**src/hdl/prc_cfg.svh**
```systemverilog
// prc_cfg.svh: register offsets, field positions, reset values, timing
// assumes: included by bare name from every design file that needs it
`ifndef PRC_CFG_SVH
`define PRC_CFG_SVH

// ----------------------------------------------------------------
// register offsets (byte addresses, one 32-bit word each)
// ----------------------------------------------------------------
`define PRC_A_CMD 8'h00
`define PRC_A_STG_PULSE 8'h04
`define PRC_A_STG_CABLE 8'h08
`define PRC_A_STG_PORT 8'h0C
`define PRC_A_STG_RESET 8'h10
`define PRC_A_STG_SECS 8'h14
`define PRC_A_STATUS 8'h18
`define PRC_A_CUR_PULSE 8'h1C
`define PRC_A_CUR_CABLE 8'h20
`define PRC_A_CUR_PORT 8'h24

// ----------------------------------------------------------------
// field positions
// ----------------------------------------------------------------
`define PRC_F_SENT 1:0
`define PRC_F_MODE 3:2
`define PRC_F_WIDTH 22:0
`define PRC_F_PMODE 25:24
`define PRC_F_POL 28
`define PRC_F_BAUD 1:0
`define PRC_F_INP 6:4
`define PRC_F_OUTP 10:8
`define PRC_F_RCMD 7:0
`define PRC_F_FOP 10:8
`define PRC_F_WAKE 14:12

// ----------------------------------------------------------------
// reset values and limits
// ----------------------------------------------------------------
`define PRC_RV_PMODE 2'h1
`define PRC_RV_WIDTH 23'h00_002A
`define PRC_RV_POL 1'h1
`define PRC_RV_CABLE 32'h0000_0000
`define PRC_RV_BAUD 2'h0
`define PRC_RV_INP 3'h4
`define PRC_RV_OUTP 3'h4
`define PRC_WIDTH_MAX 23'h4C_4B40
`define PRC_FOP_MAX 3'h6

// ----------------------------------------------------------------
// timing
// ----------------------------------------------------------------
`define PRC_CLK_HZ 25000000
`define PRC_SEC_NS 1000000000
`define PRC_TICK_NS 100

`endif

```
**src/hdl/prc_pkg.sv**
```systemverilog
// prc_pkg.sv: types shared by the command unit and its pulse generator
// assumes: nothing; every use is written prc_pkg::name
package prc_pkg;

    // sentence selector written into the command word
    typedef enum logic [1:0] {
        sent_pulse,
        sent_port,
        sent_reset,
        sent_none
    } prc_sent_t;

    // pulse modes
    typedef enum logic [1:0] {
        pulse_always_off,
        pulse_always_on,
        pulse_fix_gated,
        pulse_mode_bad
    } prc_pmode_t;

    // baud codes: 4800, 9600, 19200, 38400
    typedef enum logic [1:0] {
        baud_4800,
        baud_9600,
        baud_19200,
        baud_38400
    } prc_baud_t;

    // command sequencer
    typedef enum logic {
        st_idle,
        st_port2
    } prc_state_t;

endpackage : prc_pkg

```
**src/hdl/prc_cmd_unit.sv**
```systemverilog
// prc_cmd_unit.sv: executes pulse, port and reset configuration sentences
// assumes: sentence framing and checksum are handled upstream; software
// fills the staging words, then writes the command word to execute.
`timescale 1ns/1ps
`include "prc_cfg.svh"

module prc_cmd_unit #(
    parameter logic [31:0] SEC_NS = `PRC_SEC_NS
) (
    input wire logic core_clk,
    input wire logic rst,
    input wire logic [7:0] addr,
    input wire logic [31:0] wdata,
    input wire logic wr_stb,
    input wire logic rd_stb,
    output logic [31:0] rdata,
    input wire logic fix_pin,
    input wire logic act_a_pin,
    input wire logic act_b_pin,
    output logic pulse_out,
    output logic resp_valid,
    output prc_pkg::prc_sent_t resp_kind,
    output prc_pkg::prc_baud_t resp_baud,
    output logic resp_err,
    output prc_pkg::prc_baud_t port_baud,
    output logic [2:0] in_proto,
    output logic [2:0] out_proto,
    output logic cold_rst,
    output logic warm_rst,
    output logic hot_rst,
    output logic factory_rst,
    output logic flash_store,
    output logic flash_erase_nav,
    output logic flash_erase_cfg,
    output logic standby
);
    // ----------------------------------------------------------------
    // local constants
    // ----------------------------------------------------------------
    // command letters of the reset sentence
    localparam logic [7:0] CH_COLD = 8'h43;
    localparam logic [7:0] CH_WARM = 8'h57;
    localparam logic [7:0] CH_HOT = 8'h48;
    localparam logic [7:0] CH_FACT = 8'h46;
    localparam logic [7:0] CH_STBY = 8'h53;
    // mode field of the command word
    localparam logic [1:0] MD_QUERY = 2'h0;
    localparam logic [1:0] MD_SET = 2'h1;

    // ----------------------------------------------------------------
    // state
    // ----------------------------------------------------------------
    logic [31:0] stg_pulse; // staged pulse word
    logic [31:0] stg_cable; // staged cable offset
    logic [31:0] stg_port; // staged port word
    logic [31:0] stg_reset; // staged reset word
    logic [31:0] stg_secs; // staged standby seconds
    prc_pkg::prc_pmode_t cur_mode; // live pulse mode
    logic [22:0] cur_width; // live width, 100 ns units
    logic cur_pol; // live polarity
    logic [31:0] cur_cable; // live offset, ns
    logic [10:0] pend_port; // port word held between answers
    logic [2:0] wake_en; // wake sources armed
    logic [31:0] secs_left; // standby seconds remaining
    prc_pkg::prc_state_t state;
    logic [2:0] pin_meta; // first sync stage, read by second only
    logic [2:0] pin_sync; // fix, act_a, act_b
    logic sec_tick; // one-second epoch from the pulse gen
    logic [31:0] next_rdata;

    // ----------------------------------------------------------------
    // command decode
    // ----------------------------------------------------------------
    wire go = wr_stb && (addr == `PRC_A_CMD) && (state == prc_pkg::st_idle);
    wire prc_pkg::prc_sent_t sent = prc_pkg::prc_sent_t'(wdata[`PRC_F_SENT]);
    wire [1:0] cmode = wdata[`PRC_F_MODE];
    wire is_q = cmode == MD_QUERY;
    wire is_s = cmode == MD_SET;
    wire mode_bad = !is_q && !is_s;

    // staged field views
    wire [1:0] s_pmode = stg_pulse[`PRC_F_PMODE];
    wire [22:0] s_width = stg_pulse[`PRC_F_WIDTH];
    wire [2:0] s_inp = stg_port[`PRC_F_INP];
    wire [7:0] s_rcmd = stg_reset[`PRC_F_RCMD];
    wire [2:0] s_fop = stg_reset[`PRC_F_FOP];

    // pulse set validity: mode 0..2, width 1..5000000, offset within 1 s
    wire pulse_ok = (s_pmode != 2'(prc_pkg::pulse_mode_bad)) &&
        (s_width != 23'h00_0000) && (s_width <= `PRC_WIDTH_MAX) &&
        (stg_cable[31] ? (32'(-stg_cable) < SEC_NS) : (stg_cable < SEC_NS));
    // every baud code is legal; only the input mask can be bad
    wire port_ok = s_inp != 3'h0;
    // reset letters
    wire r_cold = s_rcmd == CH_COLD;
    wire r_warm = s_rcmd == CH_WARM;
    wire r_hot = s_rcmd == CH_HOT;
    wire r_fact = s_rcmd == CH_FACT;
    wire r_stby = s_rcmd == CH_STBY;
    wire reset_ok = (r_cold || r_warm || r_hot || r_fact || r_stby) &&
        (s_fop <= `PRC_FOP_MAX);

    // the one decision per command
    wire do_pulse_set = go && (sent == prc_pkg::sent_pulse) && is_s && pulse_ok;
    wire do_pulse_q = go && (sent == prc_pkg::sent_pulse) && is_q;
    wire do_port_set = go && (sent == prc_pkg::sent_port) && is_s && port_ok;
    wire do_port_q = go && (sent == prc_pkg::sent_port) && is_q;
    wire do_reset = go && (sent == prc_pkg::sent_reset) && is_s && reset_ok;
    // anything else that was issued is an error, settings untouched
    wire do_err = go && !(do_pulse_set || do_pulse_q || do_port_set ||
        do_port_q || do_reset);
    // a reset query falls into do_err: it has no query form

    // cold and factory restore the default configuration
    wire cfg_clear = do_reset && (r_cold || r_fact);

    // ----------------------------------------------------------------
    // wake decode
    // ----------------------------------------------------------------
    // sources are independent; any mix may be armed
    wire wake_now = standby && (
        (wake_en[0] && pin_sync[1]) ||
        (wake_en[1] && pin_sync[2]) ||
        (wake_en[2] && (secs_left == 32'h0000_0000)));

    // ----------------------------------------------------------------
    // read mux
    // ----------------------------------------------------------------
    // unmapped and write-only addresses read as zero
    always_comb begin
        next_rdata = 32'h0000_0000;
        unique case (addr)
            `PRC_A_STG_PULSE: next_rdata = stg_pulse;
            `PRC_A_STG_CABLE: next_rdata = stg_cable;
            `PRC_A_STG_PORT: next_rdata = stg_port;
            `PRC_A_STG_RESET: next_rdata = stg_reset;
            `PRC_A_STG_SECS: next_rdata = stg_secs;
            `PRC_A_STATUS: next_rdata = {30'h0000_0000,
                state == prc_pkg::st_port2, standby};
            `PRC_A_CUR_PULSE: begin
                next_rdata[`PRC_F_WIDTH] = cur_width;
                next_rdata[`PRC_F_PMODE] = cur_mode;
                next_rdata[`PRC_F_POL] = cur_pol;
            end
            `PRC_A_CUR_CABLE: next_rdata = cur_cable;
            `PRC_A_CUR_PORT: next_rdata = {21'h00_0000, out_proto, 1'b0,
                in_proto, 2'h0, port_baud};
            default: next_rdata = 32'h0000_0000;
        endcase
    end

    // ----------------------------------------------------------------
    // pin synchronisers
    // ----------------------------------------------------------------
    // fix and wake activity come from outside the clock domain
    always_ff @(posedge core_clk) begin
        if (rst) begin
            pin_meta <= 3'h0;
            pin_sync <= 3'h0;
        end else begin
            pin_meta <= {act_b_pin, act_a_pin, fix_pin};
            pin_sync <= pin_meta;
        end
    end

    // ----------------------------------------------------------------
    // register port
    // ----------------------------------------------------------------
    // read data stand one cycle only, zero otherwise
    always_ff @(posedge core_clk) begin
        if (rst) begin
            rdata <= 32'h0000_0000;
        end else begin
            rdata <= rd_stb ? next_rdata : 32'h0000_0000;
        end
    end

    // staging words: plain storage, no effect until a command
    always_ff @(posedge core_clk) begin
        if (rst) begin
            stg_pulse <= 32'h0000_0000;
            stg_cable <= 32'h0000_0000;
            stg_port <= 32'h0000_0000;
            stg_reset <= 32'h0000_0000;
            stg_secs <= 32'h0000_0000;
        end else if (wr_stb) begin
            unique case (addr)
                `PRC_A_STG_PULSE: stg_pulse <= wdata;
                `PRC_A_STG_CABLE: stg_cable <= wdata;
                `PRC_A_STG_PORT: stg_port <= wdata;
                `PRC_A_STG_RESET: stg_reset <= wdata;
                `PRC_A_STG_SECS: stg_secs <= wdata;
                default: begin
                end
            endcase
        end
    end

    // ----------------------------------------------------------------
    // pulse configuration
    // ----------------------------------------------------------------
    always_ff @(posedge core_clk) begin
        if (rst || cfg_clear) begin
            cur_mode <= prc_pkg::prc_pmode_t'(`PRC_RV_PMODE);
            cur_width <= `PRC_RV_WIDTH;
            cur_pol <= `PRC_RV_POL;
            cur_cable <= `PRC_RV_CABLE;
        end else if (do_pulse_set) begin
            cur_mode <= prc_pkg::prc_pmode_t'(s_pmode);
            cur_width <= s_width;
            cur_pol <= stg_pulse[`PRC_F_POL];
            cur_cable <= stg_cable;
        end
    end

    // ----------------------------------------------------------------
    // port configuration and the two-answer sequence
    // ----------------------------------------------------------------
    // the new port word is latched at the command so a staging
    // write in between cannot change what gets applied
    always_ff @(posedge core_clk) begin
        if (rst) begin
            state <= prc_pkg::st_idle;
            pend_port <= 11'h000;
            port_baud <= prc_pkg::prc_baud_t'(`PRC_RV_BAUD);
            in_proto <= `PRC_RV_INP;
            out_proto <= `PRC_RV_OUTP;
        end else if (cfg_clear) begin
            state <= prc_pkg::st_idle;
            port_baud <= prc_pkg::prc_baud_t'(`PRC_RV_BAUD);
            in_proto <= `PRC_RV_INP;
            out_proto <= `PRC_RV_OUTP;
        end else begin
            unique case (state)
                prc_pkg::st_idle: begin
                    if (do_port_set) begin
                        pend_port <= stg_port[10:0];
                        state <= prc_pkg::st_port2;
                    end
                end
                prc_pkg::st_port2: begin
                    // switch over as the second answer leaves
                    port_baud <= prc_pkg::prc_baud_t'(pend_port[`PRC_F_BAUD]);
                    in_proto <= pend_port[`PRC_F_INP];
                    out_proto <= pend_port[`PRC_F_OUTP];
                    state <= prc_pkg::st_idle;
                end
            endcase
        end
    end

    // ----------------------------------------------------------------
    // answers
    // ----------------------------------------------------------------
    // one answer per good command; port set gives two, old then new
    always_ff @(posedge core_clk) begin
        if (rst) begin
            resp_valid <= 1'b0;
            resp_kind <= prc_pkg::sent_none;
            resp_baud <= prc_pkg::baud_4800;
            resp_err <= 1'b0;
        end else begin
            resp_valid <= 1'b0;
            resp_err <= 1'b0;
            resp_baud <= port_baud;
            if (state == prc_pkg::st_port2) begin
                resp_valid <= 1'b1;
                resp_kind <= prc_pkg::sent_port;
                resp_baud <= prc_pkg::prc_baud_t'(pend_port[`PRC_F_BAUD]);
            end else if (do_err) begin
                resp_err <= 1'b1;
                resp_kind <= mode_bad ? prc_pkg::sent_none : sent;
            end else if (go) begin
                // query, set or reset: answered at the present rate
                resp_valid <= 1'b1;
                resp_kind <= sent;
            end
        end
    end

    // ----------------------------------------------------------------
    // reset sentence actions
    // ----------------------------------------------------------------
    // one-cycle strobes toward the receiver's memory and restart logic
    always_ff @(posedge core_clk) begin
        if (rst) begin
            cold_rst <= 1'b0;
            warm_rst <= 1'b0;
            hot_rst <= 1'b0;
            factory_rst <= 1'b0;
            flash_store <= 1'b0;
            flash_erase_nav <= 1'b0;
            flash_erase_cfg <= 1'b0;
        end else begin
            cold_rst <= do_reset && r_cold;
            warm_rst <= do_reset && r_warm;
            hot_rst <= do_reset && r_hot;
            factory_rst <= do_reset && r_fact;
            // codes 0 and 1 do nothing; factory erases everything too
            flash_store <= do_reset && (s_fop == 3'h2 || s_fop == 3'h3);
            flash_erase_nav <= do_reset && (r_fact || s_fop == 3'h4 ||
                s_fop == 3'h6);
            flash_erase_cfg <= do_reset && (r_fact || s_fop == 3'h5 ||
                s_fop == 3'h6);
        end
    end

    // ----------------------------------------------------------------
    // standby and timed wake
    // ----------------------------------------------------------------
    // with no source armed the unit sleeps until the next reset
    always_ff @(posedge core_clk) begin
        if (rst) begin
            standby <= 1'b0;
            wake_en <= 3'h0;
            secs_left <= 32'h0000_0000;
        end else if (do_reset && r_stby) begin
            standby <= 1'b1;
            wake_en <= stg_reset[`PRC_F_WAKE];
            secs_left <= stg_secs;
        end else if (wake_now) begin
            standby <= 1'b0;
        end else if (standby && sec_tick && secs_left != 32'h0000_0000) begin
            secs_left <= secs_left - 32'h0000_0001;
        end
    end

    // ----------------------------------------------------------------
    // pulse generator
    // ----------------------------------------------------------------
    prc_pulse_gen #(
        .SEC_NS(SEC_NS)
    ) u_pulse (
        .core_clk(core_clk),
        .rst(rst),
        .mode(cur_mode),
        .width(cur_width),
        .pol(cur_pol),
        .cable(cur_cable),
        .fix(pin_sync[0]),
        .pulse_out(pulse_out),
        .sec_tick(sec_tick)
    );

endmodule : prc_cmd_unit

```
**src/hdl/prc_pulse_gen.sv**
```systemverilog
// prc_pulse_gen.sv: once-per-second timing pulse generator
// assumes: settings are already validated and held stable by the caller
`timescale 1ns/1ps
`include "prc_cfg.svh"

module prc_pulse_gen #(
    parameter logic [31:0] SEC_NS = `PRC_SEC_NS
) (
    input wire logic core_clk,
    input wire logic rst,
    input wire prc_pkg::prc_pmode_t mode,
    input wire logic [22:0] width,
    input wire logic pol,
    input wire logic [31:0] cable,
    input wire logic fix,
    output logic pulse_out,
    output logic sec_tick
);
    // ns advanced per clock, derived from the clock rate
    localparam logic [31:0] STEP_NS = 32'(`PRC_SEC_NS / `PRC_CLK_HZ);

    logic [31:0] ns; // position within the second, in ns
    logic [31:0] start_ns; // pulse start after offset
    logic [31:0] width_ns; // width in 100 ns ticks, as ns
    logic [31:0] since; // ns elapsed since pulse start
    logic active; // pulse asserted, before polarity
    logic [31:0] next_ns;
    logic wrap;

    // ----------------------------------------------------------------
    // offset and width arithmetic
    // ----------------------------------------------------------------
    // negative offset wraps into the previous second: pulse comes early
    assign start_ns = cable[31] ? SEC_NS + cable : cable;
    assign width_ns = 32'(width) * 32'(`PRC_TICK_NS);
    assign since = (ns >= start_ns) ? ns - start_ns : ns + SEC_NS - start_ns;
    assign wrap = ns >= SEC_NS - STEP_NS;
    assign next_ns = wrap ? 32'h0000_0000 : ns + STEP_NS;

    // gate by mode; fix-gated needs a valid position
    assign active = (since < width_ns) &&
        ((mode == prc_pkg::pulse_always_on) ||
        ((mode == prc_pkg::pulse_fix_gated) && fix));

    // ----------------------------------------------------------------
    // epoch counter and output flop
    // ----------------------------------------------------------------
    // 40 ns steps divide 1 s exactly, so the epoch never drifts
    always_ff @(posedge core_clk) begin
        if (rst) begin
            ns <= 32'h0000_0000;
            sec_tick <= 1'b0;
            pulse_out <= 1'b0;
        end else begin
            ns <= next_ns;
            sec_tick <= wrap;
            pulse_out <= pol ? active : ~active;
        end
    end

endmodule : prc_pulse_gen

```
**config.mk**
```make
export PLATFORM = sky130hd
export DESIGN_NAME = prc_cmd_unit
export DESIGN_NICKNAME = d
export VERILOG_FILES = /design/src/hdl/prc_pkg.sv /design/src/hdl/prc_cmd_unit.sv /design/src/hdl/prc_pulse_gen.sv
export VERILOG_INCLUDE_DIRS = /design/src /design/src/hdl
export SDC_FILE = /design/constraint.sdc
export NUM_CORES = 1
export LEC_CHECK = 0
export ABC_CLOCK_PERIOD_IN_PS = 6000
export BUFFER_PORTS_ARGS = -buffer_cell sky130_fd_sc_hd__buf_2
export CELL_PAD_IN_SITES_DETAIL_PLACEMENT = 0
export CELL_PAD_IN_SITES_GLOBAL_PLACEMENT = 2
export CORE_MARGIN = 2
export CORE_UTILIZATION = 34
export DETAILED_ROUTE_END_ITERATION = 10
export GPL_ROUTABILITY_DRIVEN = 0
export HOLD_SLACK_MARGIN = 0.15
export PLACE_DENSITY = 0.88
export SLEW_MARGIN = 15
export SYNTH_ARGS = -nofsm -noshare
export SYNTH_HDL_FRONTEND = slang
export SYNTH_SLANG_ARGS = --single-unit
```
**constraint.sdc**
```tcl
create_clock -name core_clk -period 6 [get_ports core_clk]
set_clock_uncertainty 0.15 [all_clocks]
set_input_delay 0.3 -clock core_clk [delete_from_list [all_inputs] [get_ports core_clk]]
set_output_delay 0.3 -clock core_clk [all_outputs]
set_load 0.01 [all_outputs]
```
==> flow_metrics.py <==
metrics = {
    "setup_path": {
        "r2r_end": "u_pulse.pulse_out",
        "max_stage_delay_ns": 0.58,
        "r2r_setup_slack_ns": -0.38,
        "start_kind": "flip-flop",
        "crit_required_ns": 6.31,
        "reg2reg_depth": 31,
        "timing.rr.start": "cur_cable[9]",
        "critPathMaxFanout": 8,
        "crit_type": "reg -> reg",
        "critical_path_arrival_ns": 6.69,
        "endpoint_kind": "flip-flop",
        "slowest_stage": "or4_4",
    },
    "synth": {
        "yosysWarnings": 0,
        "yosysSeqAreaShare": 0.334,
        "netlist_instances": 2637,
        "synth_ff_type": "dfxtp_1",
        "synth_cell_type_count": 80,
        "ys_ff_latch": 353,
        "syn_area_per_cell_um2": 8.03,
        "async_flop_share": 0,
        "syn_area_um2": 21200,
        "synth-edff-count": 0,
    },
    "global_route": {
        "grt_pass1_vias": 19745,
        "grt-ovfl-total": 0,
        "grt_max_degree": 88,
        "antenna_found_initial": 1,
        "grt_pass1_wl_um": 113000,
        "grtUsageTotal": 0.224,
    },
    "sta": {
        "post-route-period-util": 1.06,
        "fin_ws_ns": -0.381,
        "setup_viol": 1,
        "worst_pin_slew_ns": 1.13,
        "slew_headroom": 0.247,
        "final_hold_viol_count": 0,
        "finalSetupTns_ns": -0.381,
        "rsz0062_at_grt": "true",
        "slew_violations": 0,
        "clock.fmax_mhz": 157,
        "min_period_ns": 6.38,
    },
    "final_layout": {
        "areaGrowthSynthToFinish_pct": 25.7,
        "drive_above_1_share": 0.185,
        "fillers": 6105,
        "num-nets-final": 3194,
        "utilization": 0.432,
        "seqCellArea_um2": 7070,
        "diodes": 0,
        "multi_input_area_um2": 13500,
        "fin_area_um2": 26600,
    },
    "hold_path": {
        "hold_path_class": "in -> reg",
        "hold_end": "resp_kind[0]",
        "min_from": "addr[0]",
        "whs_path_depth": 5,
    },
    "cts": {
        "cts_tree": "built",
        "clockBufferDepth": 3,
        "cts_htree_levels": 2,
        "cts_buffers": 41,
        "worstSkewPairLatency_ns": 0.58,
        "cts_sinks": 353,
        "clkSlewWorstSetupHoldPaths_ns": 0.06,
        "ctsRootBufferMaster": "clkbuf_16",
    },
    "routing": {
        "vias": 20258,
        "drtIter0Drc": 2010,
        "drt.antenna.violating_nets": 0,
        "viasPerCell": 5.32,
        "route.detailed.drc": 0,
        "wl_per_cell_um": 19.3,
        "firstDrtPassIters": 9,
        "route.final.wire_length_um": 73500,
    },
    "power": {
        "leakage_nw": 10.7,
        "peakVddDrop_v": 0.000194,
        "power_density_nw_per_um2": 199,
    },
    "floorplan": {
        "start_util": 0.344,
        "fp.dieW_um": 254,
        "die_height_um": 254,
        "ios": 102,
        "row_count": 91,
        "die_area_um2": 64300,
        "core-area_um2": 61600,
    },
    "run": {
        "drv_cap": 0,
    },
    "placed_design": {
        "hpwl_um": 52700,
        "place_area_um2": 24100,
        "pre_cts_slack_ns": -0.806,
        "io_buffers": 101,
    },
    "outcome": {
        "violations": "negative setup slack",
        "status": "finished, violations left",
    },
}
stage by stage:
step                cells  total power, mW  hold WS, ns
floorplan            2638             2.58        0.264
global placement     3680             2.69        0.280
detailed placement   3680             2.69        0.278
CTS                  3801             5.32        0.155
global route         3810             5.47        0.200
finish               3810             5.30        0.183
worst max-delay path: cells and delay by family (launching register included):
family / cells / cell delay (ns)
buf+inv: 4 / 0.48
mux: 1 / 0.32
simple gates: 6 / 1.24
xor+xnor: 1 / 0.18
compound gates: 16 / 2.86
flops: 1 / 0.33
fa+ha+maj: 3 / 0.73
cells in the mapped netlist, types with 8 or more instances:
master / instances / area (um2)
or3_1: 19 / 119
fa_1: 33 / 661
dfxtp_1: 353 / 7070
a21oi_1: 252 / 1260
a311oi_1: 9 / 78.8
nor4_1: 21 / 131
o21ai_0: 64 / 320
a211oi_1: 30 / 225
o21a_1: 14 / 105
nand2_1: 467 / 1750
xnor2_1: 91 / 797
nand3_1: 30 / 150
nand4_1: 19 / 119
and3_1: 14 / 87.6
inv_1: 194 / 728
a221oi_1: 9 / 78.8
nor2b_1: 25 / 156
o211ai_1: 8 / 60.1
a222oi_1: 54 / 541
xor2_1: 46 / 403
and2_1: 15 / 93.8
o31ai_1: 10 / 75.1
nor3_1: 45 / 225
nand2b_1: 33 / 206
a31oi_1: 35 / 219
clkbuf_1: 121 / 454
mux2i_1: 82 / 821
or2_2: 13 / 81.3
nor2_1: 219 / 822
ha_1: 172 / 2150
a21o_1: 27 / 203
state kept, by name, summed over array words and instances (netlist names), 8 cells and up:
register    cells
stg_pulse      32
pend_port       8
stg_secs       32
rdata          32
u_pulse.ns     29
cur_cable      32
stg_cable      32
stg_reset      32
secs_left      32
stg_port       32
cur_width      23
layout make-up:
type / instances / share of cell area
well taps: 837 / 0.0394
clock buffers: 58 / 0.0451
flip-flops and latches: 353 / 0.266
multi-input cells: 1961 / 0.508
inverters: 194 / 0.0274
repair buffers: 391 / 0.107
clock inverters: 16 / 0.00771
worst max path at each step:
stage,from,end,slack (ns),cells past startpoint
floorplan,cur_cable[9],u_pulse.pulse_out,0.07,29
global placement,cur_cable[9],u_pulse.pulse_out,-0.59,32
detailed placement,cur_cable[9],u_pulse.pulse_out,-0.81,32
CTS,cur_cable[9],u_pulse.pulse_out,-0.38,30
global route,cur_width[2],u_pulse.pulse_out,-0.70,28
finish,cur_cable[9],u_pulse.pulse_out,-0.38,31
routing by layer:
metal  track usage  vias to the layer above  part of all wire
met5             0                        -           0.00018
met4        0.0800                        2             0.034
met3        0.0284                      153             0.065
met2         0.375                      715              0.47
met1         0.297                     9667              0.43
li1              -                     9721                 -
cells by family (layout without fill, tap and decap cells):
group / count (synthesis) / count (layout) / share of synthesized area
compound gates: 580 / 580 / 0.177
xor+xnor: 137 / 137 / 0.0567
fa+ha+maj: 206 / 206 / 0.133
buf+inv: 324 / 659 / 0.0594
flops: 353 / 353 / 0.334
mux: 84 / 84 / 0.0398
other cells: 1 / 2 / 0.000177
simple gates: 952 / 952 / 0.199
report_power, final:
| group | internal (mW) | total, mW | switching, mW |
|---|---|---|---|
| clock network | 1.53 | 2.61 | 1.08 |
| logic | 0.145 | 0.341 | 0.195 |
| registers | 2.35 | 2.36 | 0.00574 |
| total | 4.03 | 5.30 | 1.28 |
cell usage in the layout, fill, tap and decap left out, types with 14 or more instances in the layout:
master,instances
a211oi_1,29
a21o_1,27
a21oi_1,241
a222oi_1,54
a31oi_1,32
buf_2,100
buf_4,242
clkbuf_16,41
dfxtp_1,348
dlygate4sd3_1,42
fa_1,30
ha_1,159
inv_1,194
mux2i_1,80
nand2_1,459
nand2b_1,30
nand3_1,29
nand4_1,19
nor2_1,214
nor2b_1,25
nor3_1,41
nor4_1,18
o21a_1,14
o21ai_0,45
or3_1,19
xnor2_1,84
xor2_1,46
timing repair:
action | in CTS | in global routing
pin swaps | 13 | 49
resized for setup | 31 | 85
buffers inserted | 5 | 10
hold buffers | 42 | 0
hold endpoints to repair | 184 | 0
endpoints found under the setup margin | 1 | 1
Note: power is estimated with default switching activity, not from simulation.
